===== config.mk =====
export PLATFORM = sky130hd
export DESIGN_NAME = cbt_top
export DESIGN_NICKNAME = d
export VERILOG_FILES = /design/src/hw/cbt_pkg.sv /design/src/hw/cbt_prescaler.sv /design/src/hw/cbt_top.sv /design/src/hw/cbt_tx_select.sv
export SDC_FILE = /design/constraint.sdc
export NUM_CORES = 1
export LEC_CHECK = 0
export BUFFER_PORTS_ARGS = -buffer_cell sky130_fd_sc_hd__buf_2
export CAP_MARGIN = 20
export CORE_MARGIN = 5
export CORE_UTILIZATION = 55
export CTS_CLUSTER_DIAMETER = 150
export DETAILED_ROUTE_END_ITERATION = 16
export PLACE_DENSITY = 0.71
export SYNTH_ARGS = -nofsm -noshare
export SYNTH_HDL_FRONTEND = slang
export SYNTH_SLANG_ARGS = --single-unit

===== constraint.sdc =====
create_clock -name pclk -period 8.3 [get_ports pclk]
set_clock_uncertainty 0.2 [all_clocks]
set_input_delay 1.245 -clock pclk [delete_from_list [all_inputs] [get_ports pclk]]
set_output_delay 1.245 -clock pclk [all_outputs]
set_load 0.01 [all_outputs]

===== src/hw/cbt_pkg.sv =====
// shared constants and types for the can bit timing and message buffer block
package cbt_pkg;

    // register indices; byte address on apb is four times the index
    localparam logic [6:0] IDX_MCR1       = 7'h01;
    localparam logic [6:0] IDX_BT0        = 7'h02;
    localparam logic [6:0] IDX_BT1        = 7'h03;
    localparam logic [6:0] IDX_STATUS     = 7'h09;
    localparam logic [6:0] IDX_TX_PENDING = 7'h0a;

    // buffer index digit in the upper bits of the register index
    localparam logic [2:0] BUF_RX         = 3'h4;
    localparam logic [2:0] BUF_TX_FIRST   = 3'h5;
    localparam logic [2:0] BUF_TX_LAST    = 3'h7;
    localparam int unsigned NUM_TX        = 3;
    localparam int unsigned NUM_BUF       = 4;
    localparam int unsigned BUF_BYTES     = 14;

    // byte positions inside a message buffer
    localparam logic [3:0] BYTE_ID1       = 4'h1;
    localparam logic [3:0] BYTE_LENGTH    = 4'hc;
    localparam logic [3:0] BYTE_PRIORITY  = 4'hd;

    // field positions
    localparam int unsigned ORIGIN_POS    = 0;
    localparam int unsigned JUMP_POS      = 6;
    localparam int unsigned BRP_POS       = 0;
    localparam int unsigned TRIPLE_POS    = 7;
    localparam int unsigned SEG2_POS      = 4;
    localparam int unsigned SEG1_POS      = 0;
    localparam int unsigned EXT_FLAG_POS  = 3;

    // reset values
    localparam logic [7:0] MCR1_RST       = 8'h00;
    localparam logic [7:0] BT0_RST        = 8'h00;
    localparam logic [7:0] BT1_RST        = 8'h00;
    localparam logic [2:0] TX_PENDING_RST = 3'h0;
    localparam logic       CAN_TX_RST     = 1'b1;

    // position inside the bit time, one-hot
    typedef enum logic [2:0] {
        BT_SYNC = 3'b001,
        BT_SEG1 = 3'b010,
        BT_SEG2 = 3'b100
    } cbt_state_t;

endpackage


===== src/hw/cbt_prescaler.sv =====
// time quantum prescaler on the selected controller clock source
`timescale 1ns/1ns
`default_nettype none
module cbt_prescaler
(
    input  wire logic       pclk,
    input  wire logic       presetn,
    input  wire logic       xtal_tick,
    input  wire logic       pll_tick,
    input  wire logic       src_sel,
    input  wire logic [5:0] brp,
    output logic            tq_tick
);
    import cbt_pkg::*;

    logic       sel_tick;
    logic [5:0] cnt_r;
    logic [5:0] cnt_nxt;
    logic       tq_r;
    logic       tq_nxt;

    // count ticks of the chosen source, one quantum per brp+1 ticks
    always_comb
    begin
        sel_tick = src_sel ? pll_tick : xtal_tick; // [RULE_01]
        cnt_nxt  = cnt_r;
        tq_nxt   = 1'b0;
        if (sel_tick)
        begin
            if (cnt_r >= brp) // [RULE_04]
            begin
                cnt_nxt = 6'h00;
                tq_nxt  = 1'b1;
            end
            else
            begin
                cnt_nxt = cnt_r + 6'h01;
            end
        end
    end

    always_ff @(posedge pclk or negedge presetn)
    begin
        if (!presetn)
        begin
            cnt_r <= 6'h00;
            tq_r  <= 1'b0;
        end
        else
        begin
            cnt_r <= cnt_nxt;
            tq_r  <= tq_nxt;
        end
    end

    assign tq_tick = tq_r;
endmodule // cbt_prescaler
`default_nettype wire


===== src/hw/cbt_top.sv =====
// can bit timing generator with message buffer storage behind apb
// Function
// RULE_01 - one select bit picks crystal or pll
// RULE_02 - rates 10 kbps to 1 Mbps supported
// RULE_03 - software picks source within 0.4% tolerance
// RULE_04 - prescaler divides clock into time quanta
// RULE_05 - bit is sync, segment one, segment two
// RULE_06 - segment one programmable 4 to 16 quanta
// RULE_07 - segment two programmable 2 to 8 quanta
// RULE_08 - jump width programmable 1 to 4 quanta
// RULE_09 - bit rate is quantum rate over quanta
// RULE_10 - length fields hold quanta minus one
// RULE_11 - software keeps timing settings standard compliant
// RULE_12 - new transmit bit at bit start
// RULE_13 - receive sample at segment boundary, triple optional
// RULE_14 - block spans 128 bytes of register space
// RULE_15 - all buffers share 16 byte layout
// RULE_16 - index digit 4 receive, 5-7 transmit
// RULE_17 - priority byte transmit only, 14-15 unused
// RULE_18 - buffer contents undefined after reset
// RULE_19 - receive buffer read only, transmit read/write
// RULE_20 - extended flag selects identifier layout
// RULE_21 - lowest priority pending buffer wins, index ties
// RULE_22 - quantum counter tracks bit, resync by jump
`timescale 1ns/1ns
`default_nettype none
module cbt_top
(
    input  wire logic        pclk,
    input  wire logic        presetn,
    input  wire logic        psel,
    input  wire logic        penable,
    input  wire logic        pwrite,
    input  wire logic [8:0]  paddr,
    input  wire logic [31:0] pwdata,
    input  wire logic [3:0]  pstrb,
    output logic             pready,
    output logic [31:0]      prdata,
    output logic             pslverr,
    input  wire logic        xtal_tick,
    input  wire logic        pll_tick,
    input  wire logic        can_rx_pin,
    output logic             can_tx_pin,
    input  wire logic        tx_bit,
    input  wire logic        bus_idle,
    input  wire logic        rx_store_we,
    input  wire logic [3:0]  rx_store_byte,
    input  wire logic [7:0]  rx_store_data,
    output logic             rx_bit,
    output logic             rx_bit_valid,
    output logic             tx_point,
    output logic [1:0]       arb_winner,
    output logic             arb_valid,
    output logic             arb_ext_format
);
    import cbt_pkg::*;

    // buffer index digit of a register index
    function automatic logic is_rxbuf(input logic [6:0] i);
        return i[6:4] == BUF_RX;
    endfunction

    function automatic logic is_txbuf(input logic [6:0] i);
        return i[6:4] >= BUF_TX_FIRST && i[6:4] <= BUF_TX_LAST;
    endfunction

    // byte of a buffer that holds storage; 13 for transmit only
    function automatic logic byte_held(input logic [6:0] i);
        return is_txbuf(i) ? (i[3:0] <= BYTE_PRIORITY) : (i[3:0] <= BYTE_LENGTH);
    endfunction

    logic [6:0]  idx;
    logic        setup;
    logic        wr_acc;
    logic [7:0]  mcr1_r, mcr1_nxt;
    logic [7:0]  bt0_r, bt0_nxt;
    logic [7:0]  bt1_r, bt1_nxt;
    logic [2:0]  txpend_r, txpend_nxt;
    logic [31:0] rdata_r, rdata_nxt;
    logic        err_r, err_nxt;
    logic [7:0]  mem_r   [0:NUM_BUF-1][0:BUF_BYTES-1];
    logic [7:0]  mem_nxt [0:NUM_BUF-1][0:BUF_BYTES-1];
    logic        rx_meta_r, rx_sync_r, rx_prev_r;
    logic        rx_fall;
    logic        tq_tick;
    cbt_state_t  st_r, st_nxt;
    logic [5:0]  cnt_r, cnt_nxt;
    logic [2:0]  ext_r, ext_nxt;
    logic [2:0]  shr_r, shr_nxt;
    logic        done_r, done_nxt;
    logic [1:0]  hist_r, hist_nxt;
    logic        rxb_r, rxb_nxt;
    logic        rxv_r, rxv_nxt;
    logic        tx_r, tx_nxt;
    logic        txpt_r, txpt_nxt;
    logic [1:0]  arb_r, arb_nxt;
    logic        arbv_r, arbv_nxt;
    logic        arbx_r, arbx_nxt;
    logic [2:0]  jump_q;
    logic [5:0]  seg1_end;
    logic [5:0]  seg2_end;
    logic [5:0]  left_q;
    logic [1:0]  sel_idx;
    logic        sel_valid;
    logic [23:0] prio_flat;

    assign idx    = paddr[8:2]; // [RULE_14]
    assign setup  = psel && !penable;
    assign wr_acc = psel && penable && pwrite && pstrb[0];
    assign pready = 1'b1;

    // control registers; config stays software owned
    always_comb
    begin
        mcr1_nxt   = mcr1_r;
        bt0_nxt    = bt0_r;
        bt1_nxt    = bt1_r;
        txpend_nxt = txpend_r;
        if (wr_acc)
        begin
            unique case (idx)
                IDX_MCR1:       mcr1_nxt   = {7'h00, pwdata[ORIGIN_POS]}; // [RULE_01]
                IDX_BT0:        bt0_nxt    = pwdata[7:0];
                IDX_BT1:        bt1_nxt    = pwdata[7:0];
                IDX_TX_PENDING: txpend_nxt = pwdata[2:0];
                default:        mcr1_nxt   = mcr1_r;
            endcase
        end
    end

    always_ff @(posedge pclk or negedge presetn)
    begin
        if (!presetn)
        begin
            mcr1_r   <= MCR1_RST;
            bt0_r    <= BT0_RST;
            bt1_r    <= BT1_RST;
            txpend_r <= TX_PENDING_RST;
        end
        else
        begin
            mcr1_r   <= mcr1_nxt;
            bt0_r    <= bt0_nxt;
            bt1_r    <= bt1_nxt;
            txpend_r <= txpend_nxt;
        end
    end

    // read data taken in the setup cycle so prdata is a flop in access
    always_comb
    begin
        rdata_nxt = rdata_r;
        err_nxt   = err_r;
        if (setup)
        begin
            rdata_nxt = 32'h0000_0000;
            err_nxt   = 1'b0;
            if (is_rxbuf(idx) || is_txbuf(idx)) // [RULE_16]
            begin
                if (byte_held(idx)) // [RULE_17]
                    rdata_nxt[7:0] = mem_r[idx[5:4]][idx[3:0]];
            end
            else
            begin
                unique case (idx)
                    IDX_MCR1:       rdata_nxt[7:0] = mcr1_r;
                    IDX_BT0:        rdata_nxt[7:0] = bt0_r;
                    IDX_BT1:        rdata_nxt[7:0] = bt1_r;
                    IDX_TX_PENDING: rdata_nxt[2:0] = txpend_r;
                    IDX_STATUS:     rdata_nxt[7:0] = {1'b0, arbv_r, arb_r, rxb_r, st_r};
                    default:        err_nxt        = 1'b1;
                endcase
            end
        end
    end

    always_ff @(posedge pclk or negedge presetn)
    begin
        if (!presetn)
        begin
            rdata_r <= 32'h0000_0000;
            err_r   <= 1'b0;
        end
        else
        begin
            rdata_r <= rdata_nxt;
            err_r   <= err_nxt;
        end
    end

    assign prdata  = rdata_r;
    assign pslverr = psel && penable && err_r;

    // buffer storage; slot 0 is receive, slots 1..3 transmit
    always_comb
    begin
        mem_nxt = mem_r;
        if (rx_store_we && rx_store_byte <= BYTE_LENGTH) // [RULE_15]
            mem_nxt[0][rx_store_byte] = rx_store_data;
        if (wr_acc && is_txbuf(idx) && byte_held(idx)) // [RULE_19]
            mem_nxt[idx[5:4]][idx[3:0]] = pwdata[7:0];
    end

    // no reset here: contents are undefined until software or the receive port loads them
    always_ff @(posedge pclk)
    begin
        mem_r <= mem_nxt; // [RULE_18]
    end

    // pin synchroniser, then a copy for edge detection
    always_ff @(posedge pclk or negedge presetn)
    begin
        if (!presetn)
        begin
            rx_meta_r <= 1'b1;
            rx_sync_r <= 1'b1;
            rx_prev_r <= 1'b1;
        end
        else
        begin
            rx_meta_r <= can_rx_pin;
            rx_sync_r <= rx_meta_r;
            rx_prev_r <= rx_sync_r;
        end
    end

    assign rx_fall = rx_prev_r && !rx_sync_r;

    cbt_prescaler u_presc
    (
        .pclk      (pclk),
        .presetn   (presetn),
        .xtal_tick (xtal_tick),
        .pll_tick  (pll_tick),
        .src_sel   (mcr1_r[ORIGIN_POS]),
        .brp       (bt0_r[BRP_POS +: 6]), // [RULE_02]
        .tq_tick   (tq_tick)
    );

    always_comb
    begin
        for (int i = 0; i < NUM_TX; i++)
            prio_flat[i*8 +: 8] = mem_r[i+1][BYTE_PRIORITY];
    end

    cbt_tx_select u_sel
    (
        .pclk      (pclk),
        .presetn   (presetn),
        .pending   (txpend_r),
        .prio      (prio_flat),
        .win_idx   (sel_idx),
        .win_valid (sel_valid)
    );

    // field plus one gives the length in quanta
    assign jump_q   = {1'b0, bt0_r[JUMP_POS +: 2]} + 3'h1; // [RULE_08] [RULE_10]
    assign seg1_end = {2'b00, bt1_r[SEG1_POS +: 4]} + 6'h01 + {3'b000, ext_r}; // [RULE_06] [RULE_10]
    assign seg2_end = {3'b000, bt1_r[SEG2_POS +: 3]} + 6'h01 - {3'b000, shr_r}; // [RULE_07] [RULE_10]
    assign left_q   = seg2_end - cnt_r;

    // bit timing: one resync per bit, hard sync while the bus is idle
    always_comb
    begin
        st_nxt   = st_r;
        cnt_nxt  = cnt_r;
        ext_nxt  = ext_r;
        shr_nxt  = shr_r;
        done_nxt = done_r;
        hist_nxt = hist_r;
        rxb_nxt  = rxb_r;
        rxv_nxt  = 1'b0;
        txpt_nxt = 1'b0;
        tx_nxt   = tx_r;
        arb_nxt  = arb_r;
        arbv_nxt = arbv_r;
        arbx_nxt = arbx_r;
        if (rx_fall && bus_idle)
        begin
            // edge itself is the sync segment
            st_nxt   = BT_SEG1; // [RULE_22]
            cnt_nxt  = 6'h00;
            ext_nxt  = 3'h0;
            shr_nxt  = 3'h0;
            done_nxt = 1'b1;
        end
        else if (rx_fall && !done_r && st_r != BT_SYNC)
        begin
            done_nxt = 1'b1;
            if (st_r == BT_SEG1)
            begin
                // late edge lengthens segment one, capped by the jump width
                ext_nxt = ({3'b000, jump_q} < cnt_r + 6'h01) ? jump_q : cnt_r[2:0] + 3'h1; // [RULE_22]
                // the edge cycle still owns its quantum, else the stretch exceeds the jump width
                if (tq_tick)
                begin
                    hist_nxt = {hist_r[0], rx_sync_r};
                    cnt_nxt  = cnt_r + 6'h01; // [RULE_08]
                end
            end
            else if (left_q <= {3'b000, jump_q})
            begin
                // early edge close enough: start the next bit now
                st_nxt   = BT_SEG1;
                cnt_nxt  = 6'h00;
                ext_nxt  = 3'h0;
                shr_nxt  = 3'h0;
                txpt_nxt = 1'b1; // [RULE_12]
            end
            else
            begin
                shr_nxt = jump_q; // [RULE_22]
            end
        end
        else if (tq_tick)
        begin
            unique case (st_r)
                BT_SYNC:
                begin
                    st_nxt  = BT_SEG1; // [RULE_05]
                    cnt_nxt = 6'h00;
                end
                BT_SEG1:
                begin
                    hist_nxt = {hist_r[0], rx_sync_r};
                    if (cnt_r + 6'h01 >= seg1_end)
                    begin
                        // majority of three quanta when triple sampling
                        rxb_nxt = bt1_r[TRIPLE_POS] ? ((hist_r[1] & hist_r[0]) | (hist_r[1] & rx_sync_r) |
                                  (hist_r[0] & rx_sync_r)) : rx_sync_r; // [RULE_13]
                        rxv_nxt = 1'b1;
                        st_nxt  = BT_SEG2;
                        cnt_nxt = 6'h00;
                    end
                    else
                    begin
                        cnt_nxt = cnt_r + 6'h01;
                    end
                end
                BT_SEG2:
                begin
                    if (cnt_r + 6'h01 >= seg2_end) // [RULE_09]
                    begin
                        st_nxt   = BT_SYNC;
                        cnt_nxt  = 6'h00;
                        ext_nxt  = 3'h0;
                        shr_nxt  = 3'h0;
                        done_nxt = 1'b0;
                        txpt_nxt = 1'b1; // [RULE_12]
                    end
                    else
                    begin
                        cnt_nxt = cnt_r + 6'h01;
                    end
                end
            endcase
        end
        // transmit point: new bit out, selection latched before a frame
        if (txpt_nxt)
        begin
            tx_nxt = tx_bit; // [RULE_12]
            if (bus_idle)
            begin
                arb_nxt  = sel_idx; // [RULE_21]
                arbv_nxt = sel_valid;
                arbx_nxt = mem_r[sel_idx + 2'h1][BYTE_ID1][EXT_FLAG_POS]; // [RULE_20]
            end
        end
    end

    always_ff @(posedge pclk or negedge presetn)
    begin
        if (!presetn)
        begin
            st_r   <= BT_SYNC;
            cnt_r  <= 6'h00;
            ext_r  <= 3'h0;
            shr_r  <= 3'h0;
            done_r <= 1'b0;
            hist_r <= 2'h3;
            rxb_r  <= 1'b1;
            rxv_r  <= 1'b0;
            tx_r   <= CAN_TX_RST;
            txpt_r <= 1'b0;
            arb_r  <= 2'h0;
            arbv_r <= 1'b0;
            arbx_r <= 1'b0;
        end
        else
        begin
            st_r   <= st_nxt;
            cnt_r  <= cnt_nxt;
            ext_r  <= ext_nxt;
            shr_r  <= shr_nxt;
            done_r <= done_nxt;
            hist_r <= hist_nxt;
            rxb_r  <= rxb_nxt;
            rxv_r  <= rxv_nxt;
            tx_r   <= tx_nxt;
            txpt_r <= txpt_nxt;
            arb_r  <= arb_nxt;
            arbv_r <= arbv_nxt;
            arbx_r <= arbx_nxt;
        end
    end

    assign can_tx_pin     = tx_r;
    assign tx_point       = txpt_r;
    assign rx_bit         = rxb_r;
    assign rx_bit_valid   = rxv_r;
    assign arb_winner     = arb_r;
    assign arb_valid      = arbv_r;
    assign arb_ext_format = arbx_r;

    // helper view of the receive buffer for the write guard
    logic [103:0] rx_flat;
    always_comb
    begin
        for (int i = 0; i < 13; i++)
            rx_flat[i*8 +: 8] = mem_r[0][i];
    end
endmodule // cbt_top
`default_nettype wire


===== src/hw/cbt_tx_select.sv =====
// local priority selection among pending transmit buffers
`timescale 1ns/1ns
`default_nettype none
module cbt_tx_select
(
    input  wire logic        pclk,
    input  wire logic        presetn,
    input  wire logic [2:0]  pending,
    input  wire logic [23:0] prio,
    output logic [1:0]       win_idx,
    output logic             win_valid
);
    import cbt_pkg::*;

    logic [7:0] best;

    // strict less-than keeps the lower index on a tie
    always_comb
    begin
        win_idx   = 2'h0;
        win_valid = 1'b0;
        best      = 8'hff;
        for (int i = 0; i < NUM_TX; i++)
        begin
            if (pending[i] && (!win_valid || prio[i*8 +: 8] < best)) // [RULE_21]
            begin
                win_idx   = 2'(i);
                win_valid = 1'b1;
                best      = prio[i*8 +: 8];
            end
        end
    end

    genvar g;
    generate
        for (g = 0; g < NUM_TX; g++)
        begin : g_chk

        end
    endgenerate
endmodule // cbt_tx_select
`default_nettype wire


# ---- Word level (Yosys, flattened, before mapping)
# Index checks and enable logic that the tools add are counted.
# Widths: inputs -> output; s select.
dict set report op_classes {
  magnitude_cmp 19
  bitwise_logic 11
  muxes 89
  n_shift 0
  mul 0
  n_eq_ne 16
  addsub 10
  reduce_logical 42
  n_div 0
}
# cell n
set ops {}
lappend ops {{$bmux 112 s2} 2}
lappend ops {{$bwmux 448} 1}
lappend ops {{$mux 112} 4}
lappend ops {{$mux 448} 1}
lappend ops {{$demux 112 s2} 1}
lappend ops {{$mux 100} 2}
lappend ops {{$bwmux 112} 1}
lappend ops {{$demux 8 s4} 2}
lappend ops {{$mux 8} 8}
lappend ops {{$mux 3} 19}
lappend ops {{$mux 6} 9}
lappend ops {{$bmux 8 s4} 1}
lappend ops {{$mux 1} 28}
lappend ops {{$ge 6x6->1} 3}
lappend ops {{$logic_and 1x1->1} 18}
lappend ops {{$pmux 6 s3} 1}
lappend ops {{$lt 8x8->1} 2}
lappend ops {{$pmux 3 s5} 1}
lappend ops {{$pmux 5 s3} 1}
lappend ops {{$eq 7x2->1 const B} 2}
lappend ops {{$eq 7x4->1 const B} 2}
lappend ops {{$add 6x1->6 const B} 2}
lappend ops {{$le 4x4->1 const B} 3}
lappend ops {{$mux 2} 6}
lappend ops {{other kinds (38)} 67}
dict set report totals {
  elab_cells 267
  mem_bits_rw 0
  latch_bits 0
  rom_bits 0
  n_memories 0
  inputBits 68
  ff_bits 513
  output_inout_bits 42
}

# ---- Longest topological paths before layout
dict set report depth {
  ltp_word 14
  depth_mapped 18
  mapped_depth_nobuf 16
}

# ---- Modules after synthesis
# From an unflattened synthesis, not the netlist that was laid out.
dict set report unflattened {
  cells_unflattened 1439
  area_unflattened_um2 22612.9
}
# module n_inst cells_each area_per_inst_um2 seq_area_each_um2
set modules_own_cells {}
lappend modules_own_cells {cbt_top 1 1308 21486.9 13793.2}
lappend modules_own_cells {cbt_prescaler 1 60 584.3 175.2}
lappend modules_own_cells {cbt_tx_select 1 71 541.8 0.0}

# ---- Worst setup path after synthesis
# Ideal clock, no wire load.
dict set report synth_timing {
  kind {register to register}
  startpoint {register txpend_r[0]}
  endpoint {register arb_r[1], in the netlist arb_winner[1]}
  arrival_time_ns 3.568
  required_time_ns 7.975
  path_stages_with_launch 18
  setup_time_ns 0.125
  path_buffers 2
  synth_period_minus_slack_ns 3.893
  path_slack_ns 4.407
  cell_sequence {dfrtp_1 > clkbuf_1 > nor2b_1 > ha_1 > o21ai_0 > o21ai_0 > o22ai_1 > nor2_1 > clkbuf_1 > nor2_1 > a21o_1 > ha_1 > o21ai_0 > o21bai_1 > o21ai_0 > or2_2 > o2111a_1 > mux2_2}
}
dict set report synth_via {
  elab_chain_len 9
  elab_cells_between_ends 13
  classes_between {order compare: 2; mux: 5; reduce/logical: 6}
}
# element line_no
set synth_lines {}
lappend synth_lines {{start, declared} cbt_top.sv:78} ;# logic [2:0] txpend_r, txpend_nxt;
lappend synth_lines {{start signal, assigned} cbt_top.sv:145} ;# txpend_r <= txpend_nxt;
lappend synth_lines {{$mux 8 or $mux 1 (tied branches)} cbt_tx_select.sv:25} ;# if (pending[i] && (!win_valid || prio[i*8 +: 8] < best))
lappend synth_lines {{$lt 8x8->1 or $logic_not 1->1 (tied branches)} cbt_tx_select.sv:25}
lappend synth_lines {{$logic_or 1x1->1} cbt_tx_select.sv:25}
lappend synth_lines {{$logic_and 1x1->1} cbt_tx_select.sv:25}
lappend synth_lines {{$mux 8 or $mux 1 (tied branches)} cbt_tx_select.sv:25}
lappend synth_lines {{$lt 8x8->1 or $logic_not 1->1 (tied branches)} cbt_tx_select.sv:25}
lappend synth_lines {{$logic_or 1x1->1 (*)} cbt_tx_select.sv:25}
lappend synth_lines {{$logic_and 1x1->1 (*)} cbt_tx_select.sv:25}
lappend synth_lines {{$mux 2 (*)} cbt_tx_select.sv:25}
lappend synth_lines {{end signal, assigned} cbt_top.sv:401} ;# arb_r <= arb_nxt;
lappend synth_lines {{end, declared} cbt_top.sv:96} ;# logic [1:0] arb_r, arb_nxt;
# Every way passes the cells marked *; elsewhere a longest branch is shown, timed or not.
# A chain may end at the register's enable or synchronous reset.

# ---- Final worst setup path
dict set report layout_timing {
  startpoint {input port paddr[3]}
  endpoint {register bt0_r[0]}
}
dict set report layout_via {
  elab_chain_len 2
}
# element line_no
set layout_lines {}
lappend layout_lines {{start, declared} cbt_top.sv:34} ;# input wire logic [8:0] paddr,
lappend layout_lines {{$eq 7x2->1} cbt_top.sv:121} ;# unique case (idx)
lappend layout_lines {{$reduce_and 2->1 (no line)} -}
lappend layout_lines {{end signal, assigned} cbt_top.sv:143} ;# bt0_r <= bt0_nxt;
lappend layout_lines {{end, declared} cbt_top.sv:76} ;# logic [7:0] bt0_r, bt0_nxt;
# No other way between the ends.

==> results by group <==
Yosys
  – Post-synth top cells: 336 x edfxtp_1, 124 x mux2_2, 112 x dfxtp_1, 109 x mux4_2, 89 x nor2_1
  – Flops & latches, synth: 513
  – Top cells by area, synth: edfxtp_1 45%, mux4_2 11%, dfxtp_1 10%
  – Post-Synth Simple-Gate Area: 5.82%
  – Post-synthesis sequential area ratio: 62.3%
  – Largest family of logic cells by synthesized area: multiplexers
  – Largest area contributor in the netlist: edfxtp_1
  – Share of the synthesized area in the top cell type: 45.0%
  – Syn Inst Count: 1,456
  – Top-count cell post-synth: edfxtp_1
  – Post-synth EDFFs: 336
  – Synth Flop Type: edfxtp_1
  – Synth Area in Compound Gates: 6.11%
  – Distinct cells, synth: 79
  – Async SR Flop Fraction: 12.7%
  – Synth Area in XOR/XNOR: 0.469%
  – Adder-cell area share of the yosys netlist: 3.20%
  – Synthesized area per cell: 15.4 um2
  – Synth Warn #: 0
  – Post-synthesis mux area share: 18.6%
  – Post-Syn Area: 22,400 um2

GRT
  – First-pass GRT wire length: 84,500 um
  – Vias in the first global route: 13,200
  – Antenna violations before repair: 2
  – Congestion Overflow GR: 0
  – Pin count of the biggest net entering global routing: 69
  – Total Routing Usage GR: 25.5%

Placement
  – HPWL Detailed: 36,400 um
  – Port Buffers: 55
  – Post-place setup slack: 3310 ps
  – Gpl congestion: 0.917
  – DP Cell Count: 1,980

Worst setup path
  – Crit start category: input port
  – WS Path Type: input port to flop
  – Critical Path Sink Type: flop
  – Critical path required time: 8570 ps
  – Flop-to-flop setup slack: 3990 ps
  – CP max FO: 23
  – Worst EP arrival: 4770 ps

STA
  – Slew at the pin closest to its max-slew limit: 1180 ps
  – Tcrit/Tclk final: 54.2%
  – Setup tns final: 0 ps
  – Fin crit period: 4500 ps
  – RSZ-0062 raised after global routing: no
  – Final setup violating endpoints: 0
  – Max_slew headroom: 21.0%
  – Final slew viol count: 0
  – Fmax: 222 MHz
  – Final Hold Fails: 0
  – Worst Setup Slack, final: 3800 ps

Die
  – IO Count: 110
  – Starting Density: 55.3%
  – Site row count: 74
  – Die ar.: 44,900 um2
  – Core area: 40,600 um2
  – Die width: 212 um
  – Die Y: 212 um

Clocking
  – Worst-Skew Late Latency: 600 ps
  – Clock Tree Buf Depth: 3
  – Root cell of the clock tree: clkbuf_16
  – Sinks on Clock Net: 513
  – TritonCTS clock tree: done
  – Num CTS Buffers: 52
  – Clock transition at path regs: 60 ps
  – CTS H-Tree Depth: 2
  – Setup Buffers After CTS: 0
  – # resized after CTS: 0
  – # hold bufs at CTS: 0

Finish
  – Antenna Cells: 0
  – Layout cell share with drive strength beyond 1: 26.4%
  – Footprint of the multi-input gates: 7750 um2
  – Fin cells: 2,078
  – Post-layout net count: 1,626
  – Sequential Area: 14,000 um2
  – Fillers: 3,027
  – Synth-to-layout area growth: 10.5%

Job
  – Reported max-cap violation count: 0

Route
  – Routed vias/inst: 6.41
  – Wirelength, routed: 57,400 um
  – Initial drt markers: 1,810
  – Avg WL per Cell: 27.6 um
  – Total number of vias: 13,300
  – Antenna Violating Nets Remaining: 0
  – Pre-Repair DR Iteration Count: 6
  – Drt drc: 0

Power and ir drop
  – Share of power burned in registers: 49.2%
  – Combinational power share: 11.0%
  – Static Leak: 0.00899 uW
  – Maximum VDD drop: 0.170 mV
  – Power Dens Cells: 245 nW/um2
  – Psw: 1430 uW
  – Clock power share: 39.7%
  – Pint: 4630 uW
  – Sw frac: 23.6%
  – Power Total: 6060 uW

Hold path
  – Hold crit path type: flop to flop

Outcome
  – Status: completed
layer usage:
metal  vias to the layer above  track usage [%]  share of wire (%)
met3                       145             5.59                9.5
met2                       719             40.1                 47
met4                         2             7.97                3.3
li1                       5696                -                  -
met1                      6757             36.2                 40
met5                         -                0              0.012
final timing paths:
kind,start,to,depth (start not counted)
min in group asynchronous,presetn,done_r,2
max reg2reg,txpend_r[0],arb_ext_format,16
max in group asynchronous,presetn,bt0_r[0],2
max,paddr[3],bt0_r[0],6
min,mem_r[342],mem_r[342],0
min reg2reg,mem_r[342],mem_r[342],0
layout by cell type (no fill, tap or decap), types with 25 or more instances in the layout:
cell type  instances
edfxtp_1         336
mux2_2           124
dfxtp_1          112
mux4_2           109
nor2_1            89
nand2_1           60
dfrtp_1           57
clkbuf_16         54
buf_2             53
ha_1              51
o21ai_0           47
inv_1             46
a21oi_1           25
conb_1            25
power by group through the flow:
stage / logic [uW] / registers [uW] / clock network [uW]
after floorplan: 485 / 3000 / 0
after global placement: 639 / 3020 / 0
after detailed placement: 661 / 3030 / 0
after CTS: 665 / 2980 / 2440
after global routing: 722 / 3000 / 2550
final: 669 / 2980 / 2410
per-stage QoR:
| step | hold slack [ps] | instance area [um2] | util [%] |
|---|---|---|---|
| after floorplan | 145 | 22500 | - |
| after global placement | 135 | 23000 | 56.7 |
| after detailed placement | 137 | 23000 | 56.7 |
| after CTS | 151 | 24800 | 61.1 |
| after global routing | 156 | 24800 | 61.1 |
| final | 149 | 24800 | 61.1 |
worst max-delay path, cell delays in order:
cell,delay [ps]
buf_2,460
clkinv_1,910
nor2_1,680
nand2_1,280
nor2_1,740
mux2_2,410
layout make-up:
class / count / area share, %
inverter: 47 / 0.712
timing repair buffer: 74 / 1.78
tap: 532 / 2.69
sequential: 513 / 56.4
multi-input combinational: 815 / 31.3
clock inverter: 30 / 1.24
clock buffer: 67 / 5.89
cells by family after synthesis:
group                      Yosys count
DFF                                513
xor gates and xnor gates            12
other                                2
adders and majority gates           55
muxes                              257
AOI/OAI and AO/OA                  197
and+or+nand+nor                    269
buffers and inverters              151
(Power assumes the default switching activity.)
